<file path="src/logic/dio_map.vh">
// constants for the direct i/o function mapper
`ifndef DIO_MAP_VH
`define DIO_MAP_VH
// function codes
`define FN_UNUSED        7'h00
`define FN_FORWARD_RUN   7'h01
`define FN_BACKWARD_RUN  7'h02
`define FN_HALT_STYLE    7'h13
`define FN_BRAKE_RELEASE 7'h14
`define FN_EXT_FAULT     7'h15
`define FN_OVERHEAT_STOP 7'h16
`define FN_FAULT_CLEAR   7'h18
`define FN_PANEL_UNLOCK  7'h1b
`define FN_GEN_FIRST     7'h20
`define FN_GEN_LAST      7'h2f
`define FN_OP_SEL_FIRST  7'h30
`define FN_OP_SEL_LAST   7'h33
`define FN_TORQUE_GATE   7'h36
`define FN_FAULT_LINE_NC 7'h41
`define FN_WARNING       7'h42
`define FN_MOVING        7'h44
`define FN_TORQUE_CAPPED 7'h47
`define FN_SPEED_REACHED 7'h4d
`define FN_INT_PROC      7'h50
`define FN_OVERLOAD      7'h51
`define FN_MAINS         7'h52
`define FN_DIRECTION     7'h54
`define FN_SHAFT_PULSE   7'h55
// register word addresses
`define REG_IN_SEL_LO    4'h0
`define REG_IN_SEL_HI    4'h1
`define REG_IN_POL       4'h2
`define REG_OUT_SEL      4'h3
`define REG_GEN_BITS     4'h4
`define REG_FUNC_STATE   4'h5
`define REG_OUT_STATE    4'h6
// reset values
`define RST_IN_SEL_LO    32'h30130201
`define RST_IN_SEL_HI    32'h00161418
`define RST_OUT_SEL      32'h00004155
`define RST_IN_POL       7'h00
`define RST_GEN_BITS     16'h0000
`endif

</file>
<file path="src/logic/direct_io_function_mapper.v">
// direct input/output terminal function mapper with wishbone registers
`timescale 1ns/1ps
`include "dio_map.vh"

module direct_io_function_mapper
#(
  parameter N_IN  = 7,
  parameter N_OUT = 2
)
(
  input  wire              CLK_I,
  input  wire              NRST_I,
  input  wire              CYC_I,
  input  wire              STB_I,
  input  wire              WE_I,
  input  wire [3:0]        ADR_I,
  input  wire [3:0]        SEL_I,
  input  wire [31:0]       DAT_I,
  output wire [31:0]       DAT_O,
  output wire              ACK_O,
  input  wire [N_IN-1:0]   IN_TERM_I,
  input  wire              NET_PANEL_UNLOCK_I,
  input  wire              NET_PANEL_MAPPED_I,
  input  wire              NET_TORQUE_GATE_I,
  input  wire              NET_TORQUE_MAPPED_I,
  input  wire              FAULT_I,
  input  wire              WARNING_I,
  input  wire              MOVING_I,
  input  wire              TORQUE_CAPPED_I,
  input  wire              SPEED_REACHED_I,
  input  wire              INT_PROC_I,
  input  wire              OVERLOAD_WARN_I,
  input  wire              OVERLOAD_FAULT_I,
  input  wire              MAINS_I,
  input  wire              DIRECTION_I,
  input  wire              SHAFT_PULSE_I,
  output wire              FORWARD_RUN_O,
  output wire              BACKWARD_RUN_O,
  output wire              HALT_STYLE_O,
  output wire              BRAKE_RELEASE_O,
  output wire              EXT_FAULT_O,
  output wire              OVERHEAT_STOP_O,
  output wire              FAULT_CLEAR_O,
  output wire              PANEL_UNLOCK_O,
  output wire              TORQUE_GATE_O,
  output wire [3:0]        OP_SELECT_O,
  output wire [15:0]       GEN_BITS_O,
  output wire [N_OUT-1:0]  OUT_TERM_O
);

  // --------------------------------------------------------------
  // input synchronisers
  // --------------------------------------------------------------
  reg  [N_IN-1:0] in_meta_r;
  reg  [N_IN-1:0] in_sync_r;
  reg  [14:0]     st_meta_r;
  reg  [14:0]     st_sync_r;
  wire [14:0]     st_raw;

  assign st_raw = {NET_PANEL_UNLOCK_I, NET_PANEL_MAPPED_I, NET_TORQUE_GATE_I,
                   NET_TORQUE_MAPPED_I, FAULT_I, WARNING_I, MOVING_I,
                   TORQUE_CAPPED_I, SPEED_REACHED_I, INT_PROC_I,
                   OVERLOAD_WARN_I, OVERLOAD_FAULT_I, MAINS_I,
                   DIRECTION_I, SHAFT_PULSE_I};

  // two flops per asynchronous input
  always @(posedge CLK_I or negedge NRST_I)
  begin
    if (!NRST_I)
    begin
      in_meta_r <= {N_IN{1'b0}};
      in_sync_r <= {N_IN{1'b0}};
      st_meta_r <= 15'h0000;
      st_sync_r <= 15'h0000;
    end
    else
    begin
      in_meta_r <= IN_TERM_I;
      in_sync_r <= in_meta_r;
      st_meta_r <= st_raw;
      st_sync_r <= st_meta_r;
    end
  end

  wire net_pu      = st_sync_r[14];
  wire net_pu_map  = st_sync_r[13];
  wire net_tg      = st_sync_r[12];
  wire net_tg_map  = st_sync_r[11];
  wire s_fault     = st_sync_r[10];
  wire s_warn      = st_sync_r[9];
  wire s_moving    = st_sync_r[8];
  wire s_tcap      = st_sync_r[7];
  wire s_speed     = st_sync_r[6];
  wire s_busy      = st_sync_r[5];
  wire s_ol_warn   = st_sync_r[4];
  wire s_ol_fault  = st_sync_r[3];
  wire s_mains     = st_sync_r[2];
  wire s_dir       = st_sync_r[1];
  wire s_pulse     = st_sync_r[0];

  // --------------------------------------------------------------
  // configuration registers
  // --------------------------------------------------------------
  reg  [7:0]      in_sel_r [0:N_IN-1];
  reg  [7:0]      out_sel_r [0:N_OUT-1];
  reg  [N_IN-1:0] in_pol_r;
  reg  [15:0]     gen_bits_r;
  reg             ack_r;
  reg  [31:0]     dat_r;

  wire bus_req = CYC_I & STB_I & ~ack_r;
  wire bus_wr  = bus_req & WE_I;

  // byte-lane merge of a write
  function [31:0] merge;
    input [31:0] old;
    input [31:0] din;
    input [3:0]  sel;
    integer b;
    begin
      merge = old;
      for (b = 0; b < 4; b = b + 1)
        if (sel[b])
          merge[b*8 +: 8] = din[b*8 +: 8];
    end
  endfunction

  wire [31:0] in_lo_w  = {in_sel_r[3], in_sel_r[2], in_sel_r[1], in_sel_r[0]};
  wire [31:0] in_hi_w  = {8'h00, in_sel_r[6], in_sel_r[5], in_sel_r[4]};
  wire [31:0] out_w    = {16'h0000, out_sel_r[1], out_sel_r[0]};
  wire [31:0] in_lo_n  = merge(in_lo_w, DAT_I, SEL_I);
  wire [31:0] in_hi_n  = merge(in_hi_w, DAT_I, SEL_I);
  wire [31:0] out_n    = merge(out_w, DAT_I, SEL_I);
  wire [31:0] pol_n    = merge({25'h0000000, in_pol_r}, DAT_I, SEL_I);
  wire [31:0] gen_n    = merge({16'h0000, gen_bits_r}, DAT_I, SEL_I);
  localparam [31:0] rst_lo  = `RST_IN_SEL_LO;
  localparam [31:0] rst_hi  = `RST_IN_SEL_HI;
  localparam [31:0] rst_out = `RST_OUT_SEL;

  // register writes, defaults at reset
  always @(posedge CLK_I or negedge NRST_I)
  begin
    if (!NRST_I)
    begin
      in_sel_r[0] <= rst_lo[7:0];
      in_sel_r[1] <= rst_lo[15:8];
      in_sel_r[2] <= rst_lo[23:16];
      in_sel_r[3] <= rst_lo[31:24];
      in_sel_r[4] <= rst_hi[7:0];
      in_sel_r[5] <= rst_hi[15:8];
      in_sel_r[6] <= rst_hi[23:16];
      out_sel_r[0] <= rst_out[7:0];
      out_sel_r[1] <= rst_out[15:8];
      in_pol_r   <= `RST_IN_POL;
      gen_bits_r <= `RST_GEN_BITS;
    end
    else if (bus_wr)
    begin
      case (ADR_I)
        `REG_IN_SEL_LO:
        begin
          in_sel_r[0] <= in_lo_n[7:0];
          in_sel_r[1] <= in_lo_n[15:8];
          in_sel_r[2] <= in_lo_n[23:16];
          in_sel_r[3] <= in_lo_n[31:24];
        end
        `REG_IN_SEL_HI:
        begin
          in_sel_r[4] <= in_hi_n[7:0];
          in_sel_r[5] <= in_hi_n[15:8];
          in_sel_r[6] <= in_hi_n[23:16];
        end
        `REG_IN_POL:
          in_pol_r <= pol_n[N_IN-1:0];
        `REG_OUT_SEL:
        begin
          out_sel_r[0] <= out_n[7:0];
          out_sel_r[1] <= out_n[15:8];
        end
        `REG_GEN_BITS:
          gen_bits_r <= gen_n[15:0];
        default:
          gen_bits_r <= gen_bits_r;
      endcase
    end
  end

  // --------------------------------------------------------------
  // input function resolution
  // --------------------------------------------------------------
  wire [N_IN-1:0] act = in_sync_r ^ in_pol_r;

  // or of active terminals carrying a code
  function any_of;
    input [6:0] code;
    input [N_IN-1:0] a;
    input [8*7-1:0] sels;
    integer k;
    begin
      any_of = 1'b0;
      for (k = 0; k < 7; k = k + 1)
        if (sels[k*8 +: 7] == code && a[k])
          any_of = 1'b1;
    end
  endfunction

  // and of terminals carrying a code, and a flag whether any does
  function [1:0] all_of;
    input [6:0] code;
    input [N_IN-1:0] a;
    input [8*7-1:0] sels;
    integer k;
    begin
      all_of = 2'b10;
      for (k = 0; k < 7; k = k + 1)
        if (sels[k*8 +: 7] == code)
        begin
          all_of[0] = 1'b1;
          if (!a[k])
            all_of[1] = 1'b0;
        end
    end
  endfunction

  wire [8*7-1:0] sels = {in_hi_w[23:0], in_lo_w};
  wire [1:0] pu_w = all_of(`FN_PANEL_UNLOCK, act, sels);
  wire [1:0] tg_w = all_of(`FN_TORQUE_GATE, act, sels);

  // unused terminals never match since no function has code zero
  wire f_frun  = any_of(`FN_FORWARD_RUN, act, sels);
  wire f_bwd   = any_of(`FN_BACKWARD_RUN, act, sels);
  wire f_halt  = any_of(`FN_HALT_STYLE, act, sels);
  wire f_brake = any_of(`FN_BRAKE_RELEASE, act, sels);
  wire f_ext   = any_of(`FN_EXT_FAULT, act, sels);
  wire f_heat  = any_of(`FN_OVERHEAT_STOP, act, sels);
  wire f_clr   = any_of(`FN_FAULT_CLEAR, act, sels);
  // unmapped reads on; mapped is and with network copy
  wire f_pu    = pu_w[1] & (net_pu | ~net_pu_map);
  wire f_tg    = tg_w[1] & (net_tg | ~net_tg_map);
  wire [3:0] f_op;

  genvar g;
  generate
    for (g = 0; g < 4; g = g + 1)
    begin : g_op
      assign f_op[g] = any_of(`FN_OP_SEL_FIRST + g[6:0], act, sels);
    end
  endgenerate

  // registered function states and fault-clear edge
  reg [12:0] func_r;
  reg        clr_prev_r;
  reg        clr_pulse_r;
  always @(posedge CLK_I or negedge NRST_I)
  begin
    if (!NRST_I)
    begin
      func_r      <= 13'h0000;
      clr_prev_r  <= 1'b0;
      clr_pulse_r <= 1'b0;
    end
    else
    begin
      func_r      <= {f_op, f_tg, f_pu, f_heat, f_ext, f_brake, f_halt, f_bwd, f_frun, f_clr};
      clr_prev_r  <= f_clr;
      clr_pulse_r <= clr_prev_r & ~f_clr;
    end
  end

  assign FAULT_CLEAR_O   = clr_pulse_r;
  assign FORWARD_RUN_O   = func_r[1];
  assign BACKWARD_RUN_O  = func_r[2];
  assign HALT_STYLE_O    = func_r[3];
  assign BRAKE_RELEASE_O = func_r[4];
  assign EXT_FAULT_O     = func_r[5];
  assign OVERHEAT_STOP_O = func_r[6];
  assign PANEL_UNLOCK_O  = func_r[7];
  assign TORQUE_GATE_O   = func_r[8];
  assign OP_SELECT_O     = func_r[12:9];
  assign GEN_BITS_O      = gen_bits_r;

  // --------------------------------------------------------------
  // output terminal selection
  // --------------------------------------------------------------
  function out_pick;
    input [6:0]  code;
    input [12:0] fs;
    input [15:0] gb;
    input [10:0] st;
    begin
      if (code >= `FN_GEN_FIRST && code <= `FN_GEN_LAST)
        out_pick = gb[code[3:0]];
      else if (code >= `FN_OP_SEL_FIRST && code <= `FN_OP_SEL_LAST)
        out_pick = fs[9 + code[1:0]];
      else
        case (code)
          `FN_FORWARD_RUN:   out_pick = fs[1];
          `FN_BACKWARD_RUN:  out_pick = fs[2];
          `FN_HALT_STYLE:    out_pick = fs[3];
          `FN_BRAKE_RELEASE: out_pick = fs[4];
          `FN_PANEL_UNLOCK:  out_pick = fs[7];
          `FN_TORQUE_GATE:   out_pick = fs[8];
          `FN_FAULT_LINE_NC: out_pick = ~st[10];
          `FN_WARNING:       out_pick = st[9];
          `FN_MOVING:        out_pick = st[8];
          `FN_TORQUE_CAPPED: out_pick = st[7];
          `FN_SPEED_REACHED: out_pick = st[6];
          `FN_INT_PROC:      out_pick = st[5];
          `FN_OVERLOAD:      out_pick = st[4] & ~st[3];
          `FN_MAINS:         out_pick = st[2];
          `FN_DIRECTION:     out_pick = st[1];
          `FN_SHAFT_PULSE:   out_pick = st[0];
          default:           out_pick = 1'b0;
        endcase
    end
  endfunction

  reg [N_OUT-1:0] out_r;
  wire [N_OUT-1:0] out_nxt;
  generate
    for (g = 0; g < N_OUT; g = g + 1)
    begin : g_out
      assign out_nxt[g] = out_sel_r[g][7] ? 1'b0 :
                          out_pick(out_sel_r[g][6:0], func_r, gen_bits_r, st_sync_r[10:0]);
    end
  endgenerate

  // registered output terminals
  always @(posedge CLK_I or negedge NRST_I)
  begin
    if (!NRST_I)
      out_r <= {N_OUT{1'b0}};
    else
      out_r <= out_nxt;
  end
  assign OUT_TERM_O = out_r;

  // --------------------------------------------------------------
  // wishbone read and ack
  // --------------------------------------------------------------
  reg [31:0] rd_nxt;
  always @*
  begin
    rd_nxt = 32'h00000000;
    case (ADR_I)
      `REG_IN_SEL_LO:  rd_nxt = in_lo_w;
      `REG_IN_SEL_HI:  rd_nxt = in_hi_w;
      `REG_IN_POL:     rd_nxt = {25'h0000000, in_pol_r};
      `REG_OUT_SEL:    rd_nxt = out_w;
      `REG_GEN_BITS:   rd_nxt = {16'h0000, gen_bits_r};
      `REG_FUNC_STATE: rd_nxt = {19'h00000, func_r};
      `REG_OUT_STATE:  rd_nxt = {30'h00000000, out_r};
      default:         rd_nxt = 32'h00000000;
    endcase
  end

  // one wait state, ack for one cycle
  always @(posedge CLK_I or negedge NRST_I)
  begin
    if (!NRST_I)
    begin
      ack_r <= 1'b0;
      dat_r <= 32'h00000000;
    end
    else
    begin
      ack_r <= bus_req;
      dat_r <= rd_nxt;
    end
  end
  assign ACK_O = ack_r;
  assign DAT_O = dat_r;

endmodule // direct_io_function_mapper

</file>
<file path="config.mk">
export PLATFORM = sky130hd
export DESIGN_NAME = direct_io_function_mapper
export DESIGN_NICKNAME = d
export VERILOG_FILES = /design/src/logic/direct_io_function_mapper.v
export VERILOG_INCLUDE_DIRS = /design/src /design/src/logic
export SDC_FILE = /design/constraint.sdc
export NUM_CORES = 1
export LEC_CHECK = 0
export ABC_AREA = 1
export ABC_CLOCK_PERIOD_IN_PS = 3700
export BUFFER_PORTS_ARGS = -buffer_cell sky130_fd_sc_hd__buf_4
export CORE_MARGIN = 2
export CORE_UTILIZATION = 50
export DETAILED_ROUTE_END_ITERATION = 10
export PLACE_DENSITY = 0.75
export SETUP_SLACK_MARGIN = 0.5
export SYNTH_ARGS = -nofsm -noshare
export SYNTH_HDL_FRONTEND = slang
export SYNTH_SLANG_ARGS = --single-unit
</file>
<file path="constraint.sdc">
create_clock -name CLK_I -period 3.7 [get_ports CLK_I]
set_clock_uncertainty 0.05 [all_clocks]
set_input_delay 0.185 -clock CLK_I [delete_from_list [all_inputs] [get_ports CLK_I]]
set_output_delay 0.185 -clock CLK_I [all_outputs]
set_load 0.1 [all_outputs]
</file>
==> flow_summary.json, run 1 <==
{
  "outcome": "complete, no violations",
  "synth_top_area_share_pct": 46.1,
  "grt_pass1_vias": 8165,
  "dp_hpwl_um": 20100,
  "ios": 131,
  "overflow": 0,
  "synth.top_cells.by_area": "dfrtp_1 (46%), nand2_1 (9.4%), inv_1 (5.8%), dfstp_2 (5.8%), o21ai_0 (5.3%)",
  "hold_path_class": "input port to flip-flop",
  "critPathLaunchType": "input port",
  "drtPass1Iterations": 7,
  "hold_path_depth": 3,
  "power_frac_comb_pct": 16.4,
  "drtIter0Drc": 760,
  "worstHoldEndpoint": "in_hi_w[7]$_DFFE_PN0P_",
  "post-synth-top-count-cell": "nand2_1",
  "seqPwrFrac_pct": 46.5,
  "cp_max_fo": 16,
  "synth_common_cells": "nand2_1 (227), dfrtp_1 (168), inv_1 (141), nor2_1 (115), o21ai_0 (96)",
  "cts-root-buf": "clkbuf_16",
  "num_rows": 49,
  "clock_latency_ns": 0.44,
  "h-tree-depth": 4,
  "postSynthCellCount": 1096,
  "ys.flop_type": "dfrtp_1",
  "max-clock-path-buffers": 2,
  "die_y_um": 139,
  "cts_tree": "yes",
  "synth_edf_count": 0,
  "r2r_start": "out_sel_r[0]$_DFFE_PN1P_",
  "vdd_ir_drop_max_v": 0.000310,
  "crit_type": "input port to flip-flop",
  "cp-end-kind": "flip-flop",
  "tightest_slew_ns": 0.898,
  "postSynthAreaPerCell_um2": 8.31,
  "r2r_cells": 9,
  "synth_top_area_cell": "dfrtp_1",
  "crit_arrival_ns": 2.64,
  "antenna_left": 0,
  "pwr-share-clk_pct": 37.1,
  "fmax_mhz": 425,
  "synth_fp_nets": 1171,
  "power.switching_uw": 1640,
  "holdWs_ns": 0.0172,
  "num_antenna_cells": 0,
  "vias": 8469,
  "maxCapViolations": 0,
  "layout_setup_ws_ns": 1.35,
  "clk_pin_slew_worst_paths_ns": 0.07,
  "power.internal_uw": 3390,
  "rsz0062_at_grt": "no",
  "dieArea_um2": 19300,
  "period_minus_slack_ns": 2.35,
  "initial_core_util_pct": 50.9,
  "fin_crit_sh_pct": 63.5,
  "power_uw": 5030,
  "clock-sinks": 188,
  "grt_usage_pct": 28.4,
  "p_per_area_nw_per_um2": 446,
  "wl_per_cell_um": 18.1,
  "ys_warn_count": 0,
  "maxSlewHeadroom_pct": 40.1,
  "switching_share_pct": 32.5,
  "crit_path_start": "STB_I",
  "cts_made_buffers": 17,
  "grt_max_degree": 112,
  "post_cts_buffers": 0,
  "r2r_setup_slack_ns": 1.40,
  "hp-start": "DAT_I[7]",
  "setup_viol": 0,
  "syn_area_um2": 9110,
  "ys_types": 46,
  "drt-total-wl_um": 27200,
  "gp_congestion": 0.969,
  "place_ws_ns": 1.47,
  "async_flop_share_pct": 100,
  "die_w_um": 139,
  "remaining_drc_errors": 0,
  "core_area_um2": 17900,
  "p_leak_uw": 0.00537,
  "r2r-end": "OUT_TERM_O[1]$_DFF_PN0_",
  "hold_viol_final": 0,
  "cp.required_ns": 3.99,
  "viasPerCell": 5.63,
  "nNetsFinal": 1337,
  "placed_cells": 1431,
  "drive_gt1_share_pct": 17.6,
  "fin_setup_tns_ns": 0,
  "grt_antenna_before_repair": 0,
  "slew_viol_final": 0,
  "port_buffers": 130,
  "ys_ff_latch": 188,
  "grt_pass1_wl_um": 42800,
  "stdcell_count": 1504,
  "ys_seq_area_share_pct": 51.9,
  "area.growth.synth_to_final_pct": 23.8
}
[cell usage in the layout, fill, tap and decap left out, drive strengths merged, types with 8 or more instances in the layout]
master,synthesis,routed
a221oi,13,13
nand3,88,88
dfrtp,168,168
o21ai,112,112
buf,19,131
clkbuf,7,18
a21oi,27,27
inv,144,151
o22ai,12,12
dlygate4sd3,0,41
nor2,121,121
nor3,38,38
nand4,31,31
dfstp,20,20
ha,8,8
nand2,234,234
clkinv,5,10
o2111ai,9,9
[stage by stage]
stage	cell area [µm²]	util [%]
finish	11300	63.0
global route	11300	63.0
CTS	11300	63.0
detailed placement	10300	57.3
global placement	10300	57.3
floorplan	9110	-
[critical path, stage by stage]
cell and delay [ns]:
dlygate4sd3_1 0.53, buf_4 0.10, nand2_1 0.03, dlygate4sd3_1 0.59, nor2_4 0.15, nand2_2 0.17
nor2_2 0.22, nand2_1 0.33, o21ai_0 0.33
[sequential cells by signal (all words and copies together) (netlist names)]
signal	count
DAT_O	32
in_lo_w	32
in_hi_w	24
GEN_BITS_O	16
out_sel_r	16
st_meta_r	15
st_sync_r	15
func_r	13
in_meta_r	7
in_pol_r	7
in_sync_r	7
OUT_TERM_O	2
ACK_O	1
FAULT_CLEAR_O	1
[routing by layer]
layer | global-route usage (%) | vias up | wire, µm
met2 | 45.6 | 431 | 12600
met1 | 37.4 | 3974 | 11300
met4 | 13.1 | 0 | 1130
met5 | 0 | - | 0
li1 | - | 3974 | -
met3 | 5.63 | 90 | 2160
[power groups by stage]
| stage | registers (µW) | clock network [µW] | logic, µW |
|---|---|---|---|
| finish | 2340 | 1870 | 825 |
| global route | 2350 | 1970 | 893 |
| CTS | 2330 | 1890 | 820 |
| detailed placement | 2370 | 0 | 783 |
| global placement | 2370 | 0 | 774 |
| floorplan | 2540 | 0 | 317 |
[cells by family after synthesis]
group | after synthesis | synth area share (%)
XOR/XNOR | 7 | 0.756
AO/OA/AOI/OAI | 194 | 13.1
flip-flops | 188 | 51.9
adder cells (fa/ha/maj) | 8 | 1.10
AND/OR/NAND/NOR | 524 | 25.4
buffers and inverters | 175 | 7.79
[how the worst max path moves through the flow]
stage / to / slack, ns / cells after the start
after CTS: in_lo_w[9]$_DFFE_PN1P_ / 1.36 / 9
final: in_lo_w[9]$_DFFE_PN1P_ / 1.35 / 9
after global routing: in_lo_w[9]$_DFFE_PN1P_ / 1.18 / 9
after global placement: OUT_TERM_O[1]$_DFF_PN0_ / 1.49 / 9
after floorplan: OUT_TERM_O[1]$_DFF_PN0_ / 1.78 / 9
after detailed placement: OUT_TERM_O[1]$_DFF_PN0_ / 1.47 / 8
[cell type report]
cell class | instances | area (µm²)
Tap cell | 229 | 287
Inverter | 149 | 562
Clock buffer | 17 | 425
Multi-Input combinational cell | 733 | 3670
Clock inverter | 15 | 180
Sequential cell | 188 | 4730
Timing Repair Buffer | 173 | 1420
Fill cell | 1523 | 6630
[timing repair]
item,CTS,global route
hold endpoints to repair,144,0
resized for setup,0,0
hold buffers,41,0
No activity file was read; power rests on OpenSTA's default activity.
==> inputs of run 2 (changes only) <==
ABC_CLOCK_PERIOD_IN_PS = 2100   (was 3700)
PLACE_DENSITY = 0.78   (was 0.75)
clock period = 2.1 ns   (was 3.7 ns; I/O delays follow)
==> run 2 against run 1 <==
Compared with the run above:
- die area unchanged
- count of clock-buffer cells in the layout increased by 1
- hold slack improved by 0.019 ns
- utilization increased by 5.7 points
- setup slack got worse by 1.0 ns
- sequential share of layout area decreased by 3.2 points
- global-route usage increased by 2.5 points
- largest cell class unchanged
- cell count increased by 3.7%
==> flow_summary.json, run 2 (synthesis results as in run 1) <==
{
  "clock_latency_ns": 0.44,
  "switching_share_pct": 33.0,
  "pwr-share-clk_pct": 35.0,
  "max_stage_delay_ns": 0.72,
  "layout_common_cells": "nand2_1 (208), buf_4 (164), dfrtp_1 (144), inv_1 (130), nor2_1 (102)",
  "grt_antenna_before_repair": 0,
  "cp_max_fo": 8,
  "regArea_um2": 4770,
  "num_rows": 49,
  "cp.required_ns": 2.42,
  "power_frac_comb_pct": 18.9,
  "dp_hpwl_um": 21600,
  "area.growth.synth_to_final_pct": 34.9,
  "period_minus_slack_ns": 1.78,
  "cts-root-buf": "clkbuf_16",
  "hold_viol_final": 0,
  "p_per_area_nw_per_um2": 728,
  "wl_per_cell_um": 19.6,
  "drtIter0Drc": 818,
  "ios": 131,
  "multi_input_area_um2": 4190,
  "antenna_left": 0,
  "r2r_cells": 10,
  "holdWs_ns": 0.0365,
  "power.internal_uw": 5990,
  "slew_viol_final": 0,
  "viasPerCell": 5.73,
  "maxSlewHeadroom_pct": 66.8,
  "gp_congestion": 0.986,
  "num_antenna_cells": 0,
  "cp_slowest_cell": "dfstp_4",
  "initial_core_util_pct": 50.9,
  "nFillCells": 1436,
  "hold_path_class": "input port to flip-flop",
  "p_leak_uw": 0.00577,
  "fin_crit_sh_pct": 84.9,
  "outcome": "complete, no violations",
  "grt_pass1_wl_um": 46700,
  "power.switching_uw": 2950,
  "remaining_drc_errors": 0,
  "placed_cells": 1448,
  "core_area_um2": 17900,
  "crit_arrival_ns": 2.10,
  "grt_max_degree": 58,
  "h-tree-depth": 4,
  "maxCapViolations": 0,
  "cts_made_buffers": 17,
  "fmax_mhz": 561,
  "hold_path_depth": 4,
  "cp-end-kind": "flip-flop",
  "die_y_um": 139,
  "max-clock-path-buffers": 2,
  "port_buffers": 130,
  "cpMostUsedCell": "nand2_1",
  "crit_type": "flip-flop to flip-flop",
  "hp-start": "STB_I",
  "r2r_setup_slack_ns": 0.32,
  "r2r_start": "out_sel_r[8]$_DFFE_PN1P_",
  "grt_pass1_vias": 8645,
  "overflow": 0,
  "setup_viol": 0,
  "cts_tree": "yes",
  "nNetsFinal": 1393,
  "dieArea_um2": 19300,
  "stdcell_count": 1560,
  "grt_usage_pct": 30.9,
  "clock-sinks": 188,
  "r2r-end": "OUT_TERM_O[0]$_DFF_PN0_",
  "final_common_cell": "nand2_1",
  "critPathLaunchType": "flip-flop",
  "drt-total-wl_um": 30500,
  "tightest_slew_ns": 0.499,
  "vias": 8945,
  "rsz0062_at_grt": "yes",
  "worstHoldEndpoint": "ACK_O$_DFF_PN0_",
  "drtPass1Iterations": 8,
  "layout_setup_ws_ns": 0.318,
  "drive_gt1_share_pct": 28.1,
  "vdd_ir_drop_max_v": 0.000587,
  "seqPwrFrac_pct": 46.2,
  "fin_setup_tns_ns": 0,
  "place_ws_ns": 0.239,
  "die_w_um": 139,
  "crit_chain": "buf_6 > buf_4 > a21oi_1 > o21ai_0 > nand2_1 > nand2_1 > nand4_1 > nand3_1 > nand2_1 > a21oi_2",
  "clk_pin_slew_worst_paths_ns": 0.08
}
-- run 2: cell count changes in the layout (fill, tap and decap cells not counted), sizes merged, moves of 2 or more --
| cell | previous run | this run |
|---|---|---|
| clkinvlp | 2 | 6 |
| clkinv | 10 | 7 |
| dlygate4sd3 | 41 | 54 |
| nand2 | 234 | 236 |
| buf | 131 | 172 |
-- run 2: worst max-delay path: cells and delay by family (launching register included) --
family / cells / cell delay, ns
simple gates: 5 / 0.40
compound gates: 3 / 0.26
buf+inv: 2 / 0.27
flops: 1 / 0.72
-- run 2: cell type report --
| class | instances | area share, % |
|---|---|---|
| Timing Repair Buffer | 227 | 15.5 |
| Inverter | 149 | 4.71 |
| Multi-Input combinational cell | 735 | 34.1 |
| Clock inverter | 14 | 1.03 |
| Sequential cell | 188 | 38.8 |
| Tap cell | 229 | 2.33 |
| Clock buffer | 18 | 3.57 |
-- run 2: power groups by stage --
| stage | clock, µW | combinational, µW | sequential, µW |
|---|---|---|---|
| 5_1_grt | 3310 | 1810 | 4150 |
| 6_report | 3130 | 1690 | 4130 |
| 4_1_cts | 3160 | 1590 | 4110 |
| 3_3_place_gp | 0 | 1440 | 4170 |
| 2_1_floorplan | 0 | 589 | 4480 |
| 3_5_place_dp | 0 | 1450 | 4170 |
-- run 2: metrics by stage --
stage	instance area, µm²	utilization [%]	power, µW
floorplan	9300	-	5060
global placement	10500	58.9	5600
detailed placement	10500	58.9	5620
CTS	11900	66.6	8870
global route	12300	68.7	9270
finish	12300	68.7	8950
-- run 2: how the worst max path moves through the flow --
stage	slack (ns)	from	end
6_report	0.32	out_sel_r[8]$_DFFE_PN1P_	OUT_TERM_O[0]$_DFF_PN0_
4_1_cts	0.36	out_sel_r[8]$_DFFE_PN1P_	OUT_TERM_O[0]$_DFF_PN0_
2_1_floorplan	0.44	out_sel_r[8]$_DFFE_PN1P_	OUT_TERM_O[0]$_DFF_PN0_
5_1_grt	0.23	out_sel_r[0]$_DFFE_PN1P_	OUT_TERM_O[1]$_DFF_PN0_
3_5_place_dp	0.24	out_sel_r[8]$_DFFE_PN1P_	OUT_TERM_O[0]$_DFF_PN0_
3_3_place_gp	0.29	out_sel_r[8]$_DFFE_PN1P_	OUT_TERM_O[0]$_DFF_PN0_
-- run 2: what timing repair did --
action / CTS / global route
gates cloned: 0 / 2
hold endpoints to repair: 142 / 0
buffers inserted: 14 / 10
gates resized for setup: 41 / 70
pin swaps: 13 / 30
hold buffers: 54 / 0
endpoints found under the setup margin: 72 / 77
-- run 2: routing by layer --
layer,GRT usage [%],vias up,share of wire (%)
met2,51.9,479,49
li1,-,4091,-
met1,39.4,4283,40
met4,12.7,0,3.6
met3,6.18,92,7.2
met5,0,-,0
==> inputs of run 3 (changes only) <==
ABC_CLOCK_PERIOD_IN_PS = 1840   (was 2100)
PLACE_DENSITY = 0.75   (was 0.78)
clock period = 1.84 ns   (was 2.1 ns; I/O delays follow)
==> run 3 against run 2 <==
Compared with the run above:
- non-clock buffer count is 63 higher
- largest power group unchanged
- global-route usage is 4.8 points higher
- critical endpoint is now OUT_TERM_O[1]$_DFF_PN0_
- first-iteration DRC count is 50% higher
- via count is 11% higher
- register-to-register slack worse by 0.22 ns
==> flow_summary.json, run 3 (synthesis results as in run 1) <==
{
  "die_y_um": 139,
  "placed_area_um2": 10700,
  "drtPass1Iterations": 6,
  "clock_latency_ns": 0.44,
  "dieArea_um2": 19300,
  "setup_viol": 0,
  "place_ws_ns": 0.0797,
  "cp.required_ns": 2.15,
  "drtIter0Drc": 1228,
  "grt_usage_pct": 35.7,
  "initial_core_util_pct": 50.9,
  "slew_viol_final": 0,
  "tightest_slew_ns": 0.464,
  "fin_crit_sh_pct": 94.7,
  "gp_congestion": 1.01,
  "clk_pin_slew_worst_paths_ns": 0.07,
  "nFillCells": 1047,
  "crit_type": "flip-flop to flip-flop",
  "max-clock-path-buffers": 2,
  "drt-total-wl_um": 36200,
  "cts_made_buffers": 17,
  "holdWs_ns": 0.0322,
  "p_leak_uw": 0.00630,
  "core_area_um2": 17900,
  "cp_max_fo": 4,
  "maxSlewHeadroom_pct": 69.0,
  "hold_path_class": "input port to async pin",
  "dp_hpwl_um": 21700,
  "nNetsFinal": 1466,
  "outcome": "complete, no violations",
  "port_buffers": 130,
  "num_antenna_cells": 0,
  "h-tree-depth": 4,
  "grt_antenna_before_repair": 0,
  "pwr-share-clk_pct": 35.0,
  "power_frac_comb_pct": 22.1,
  "viasPerCell": 6.09,
  "rsz0062_at_grt": "yes",
  "overflow": 0,
  "maxCapViolations": 0,
  "critPathLaunchType": "flip-flop",
  "vias": 9951,
  "layout_common_cells": "buf_4 (177), dfrtp_1 (127), nand2_1 (124), inv_1 (106), nor2_1 (87)",
  "layout_setup_ws_ns": 0.0970,
  "power_uw": 11100,
  "ios": 131,
  "drive_gt1_share_pct": 48.6,
  "fmax_mhz": 574,
  "cts-root-buf": "clkbuf_16",
  "die_w_um": 139,
  "antenna_left": 0,
  "power.internal_uw": 7380,
  "seqPwrFrac_pct": 42.8,
  "hold_viol_final": 0,
  "clock-sinks": 188,
  "area.growth.synth_to_final_pct": 58.0,
  "grt_max_degree": 64,
  "vdd_ir_drop_max_v": 0.000996,
  "grt_pass1_wl_um": 53300,
  "num_rows": 49,
  "remaining_drc_errors": 0,
  "period_minus_slack_ns": 1.74,
  "final_common_cell": "buf_4",
  "cts_tree": "yes",
  "power.switching_uw": 3760,
  "p_per_area_nw_per_um2": 774,
  "crit_arrival_ns": 2.06,
  "switching_share_pct": 33.7,
  "grt_pass1_vias": 9624,
  "wl_per_cell_um": 22.2,
  "design_area_um2": 14400,
  "cp-end-kind": "flip-flop"
}
[run 3: cell count changes in the layout (fill, tap and decap cells not counted), moves of 24 or more]
cell	before	now
nand2_2	12	63
buf_6	5	47
nand2_4	12	36
nand2_1	208	124
o21ai_0	78	14
o21ai_2	9	58
inv_1	130	106
[run 3: power by group through the flow]
stage	clock network [µW]	logic, µW	registers [µW]
after floorplan	0	690	5110
after global placement	0	1700	4750
after detailed placement	0	1720	4760
after CTS	3890	2140	4710
after global routing	4100	2600	4790
final	3900	2470	4770
[run 3: timing repair]
item / CTS / global route
endpoints found under the setup margin: 125 / 135
buffers inserted: 57 / 19
gates cloned: 12 / 0
hold endpoints to repair: 270 / 0
hold buffers: 55 / 0
resized for setup: 286 / 211
pin swaps: 69 / 59
[run 3: worst paths after layout]
path	slack [ns]	to	cells after the start	startpoint
hold / removal	0.03	in_pol_r[6]$_DFFE_PN0P_	2	NRST_I
max in group asynchronous	1.04	in_hi_w[12]$_DFFE_PN1P_	3	NRST_I
setup / recovery	0.1	OUT_TERM_O[1]$_DFF_PN0_	8	out_sel_r[0]$_DFFE_PN1P_
setup reg to reg	0.1	OUT_TERM_O[1]$_DFF_PN0_	8	out_sel_r[0]$_DFFE_PN1P_
min in group CLK_I	0.03	in_hi_w[0]$_DFFE_PN0P_	3	DAT_I[0]
hold reg to reg	0.30	st_sync_r[11]$_DFF_PN0_	0	st_meta_r[11]$_DFF_PN0_
[run 3: final cells by class]
class | instances | area (µm²) | share of cell area [%]
timing repair buffer | 290 | 2600 | 18.1
sequential | 188 | 4780 | 33.2
clock inverter | 14 | 176 | 1.23
inverter | 149 | 588 | 4.09
multi-input combinational | 745 | 5520 | 38.3
clock buffer | 18 | 439 | 3.05
tap | 229 | 287 | 1.99
[run 3: critical path: stages, from the launching register on]
cell and delay [ns]:
dfstp_2 0.59, clkinv_4 0.09, ha_4 0.28, o21ai_1 0.06, a21oi_1 0.13, nor2_1 0.06, o31ai_1 0.21, inv_1 0.07
a21oi_1 0.13
[run 3: through the flow]
stage,util (%),instances,TNS [ns]
final,80.4,1633,0
after floorplan,-,1096,0
after detailed placement,59.7,1458,0
after CTS,75.2,1614,0
after global placement,59.7,1458,0
after global routing,80.4,1633,-0.00300
[run 3: routing by layer]
metal / up-vias / share of wire (%) / track usage [%]
met4: 0 / 5.6 / 18.0
met2: 717 / 47 / 57.1
met1: 4764 / 37 / 45.3
met5: - / 0 / 0
li1: 4267 / - / -
met3: 203 / 9.7 / 8.94
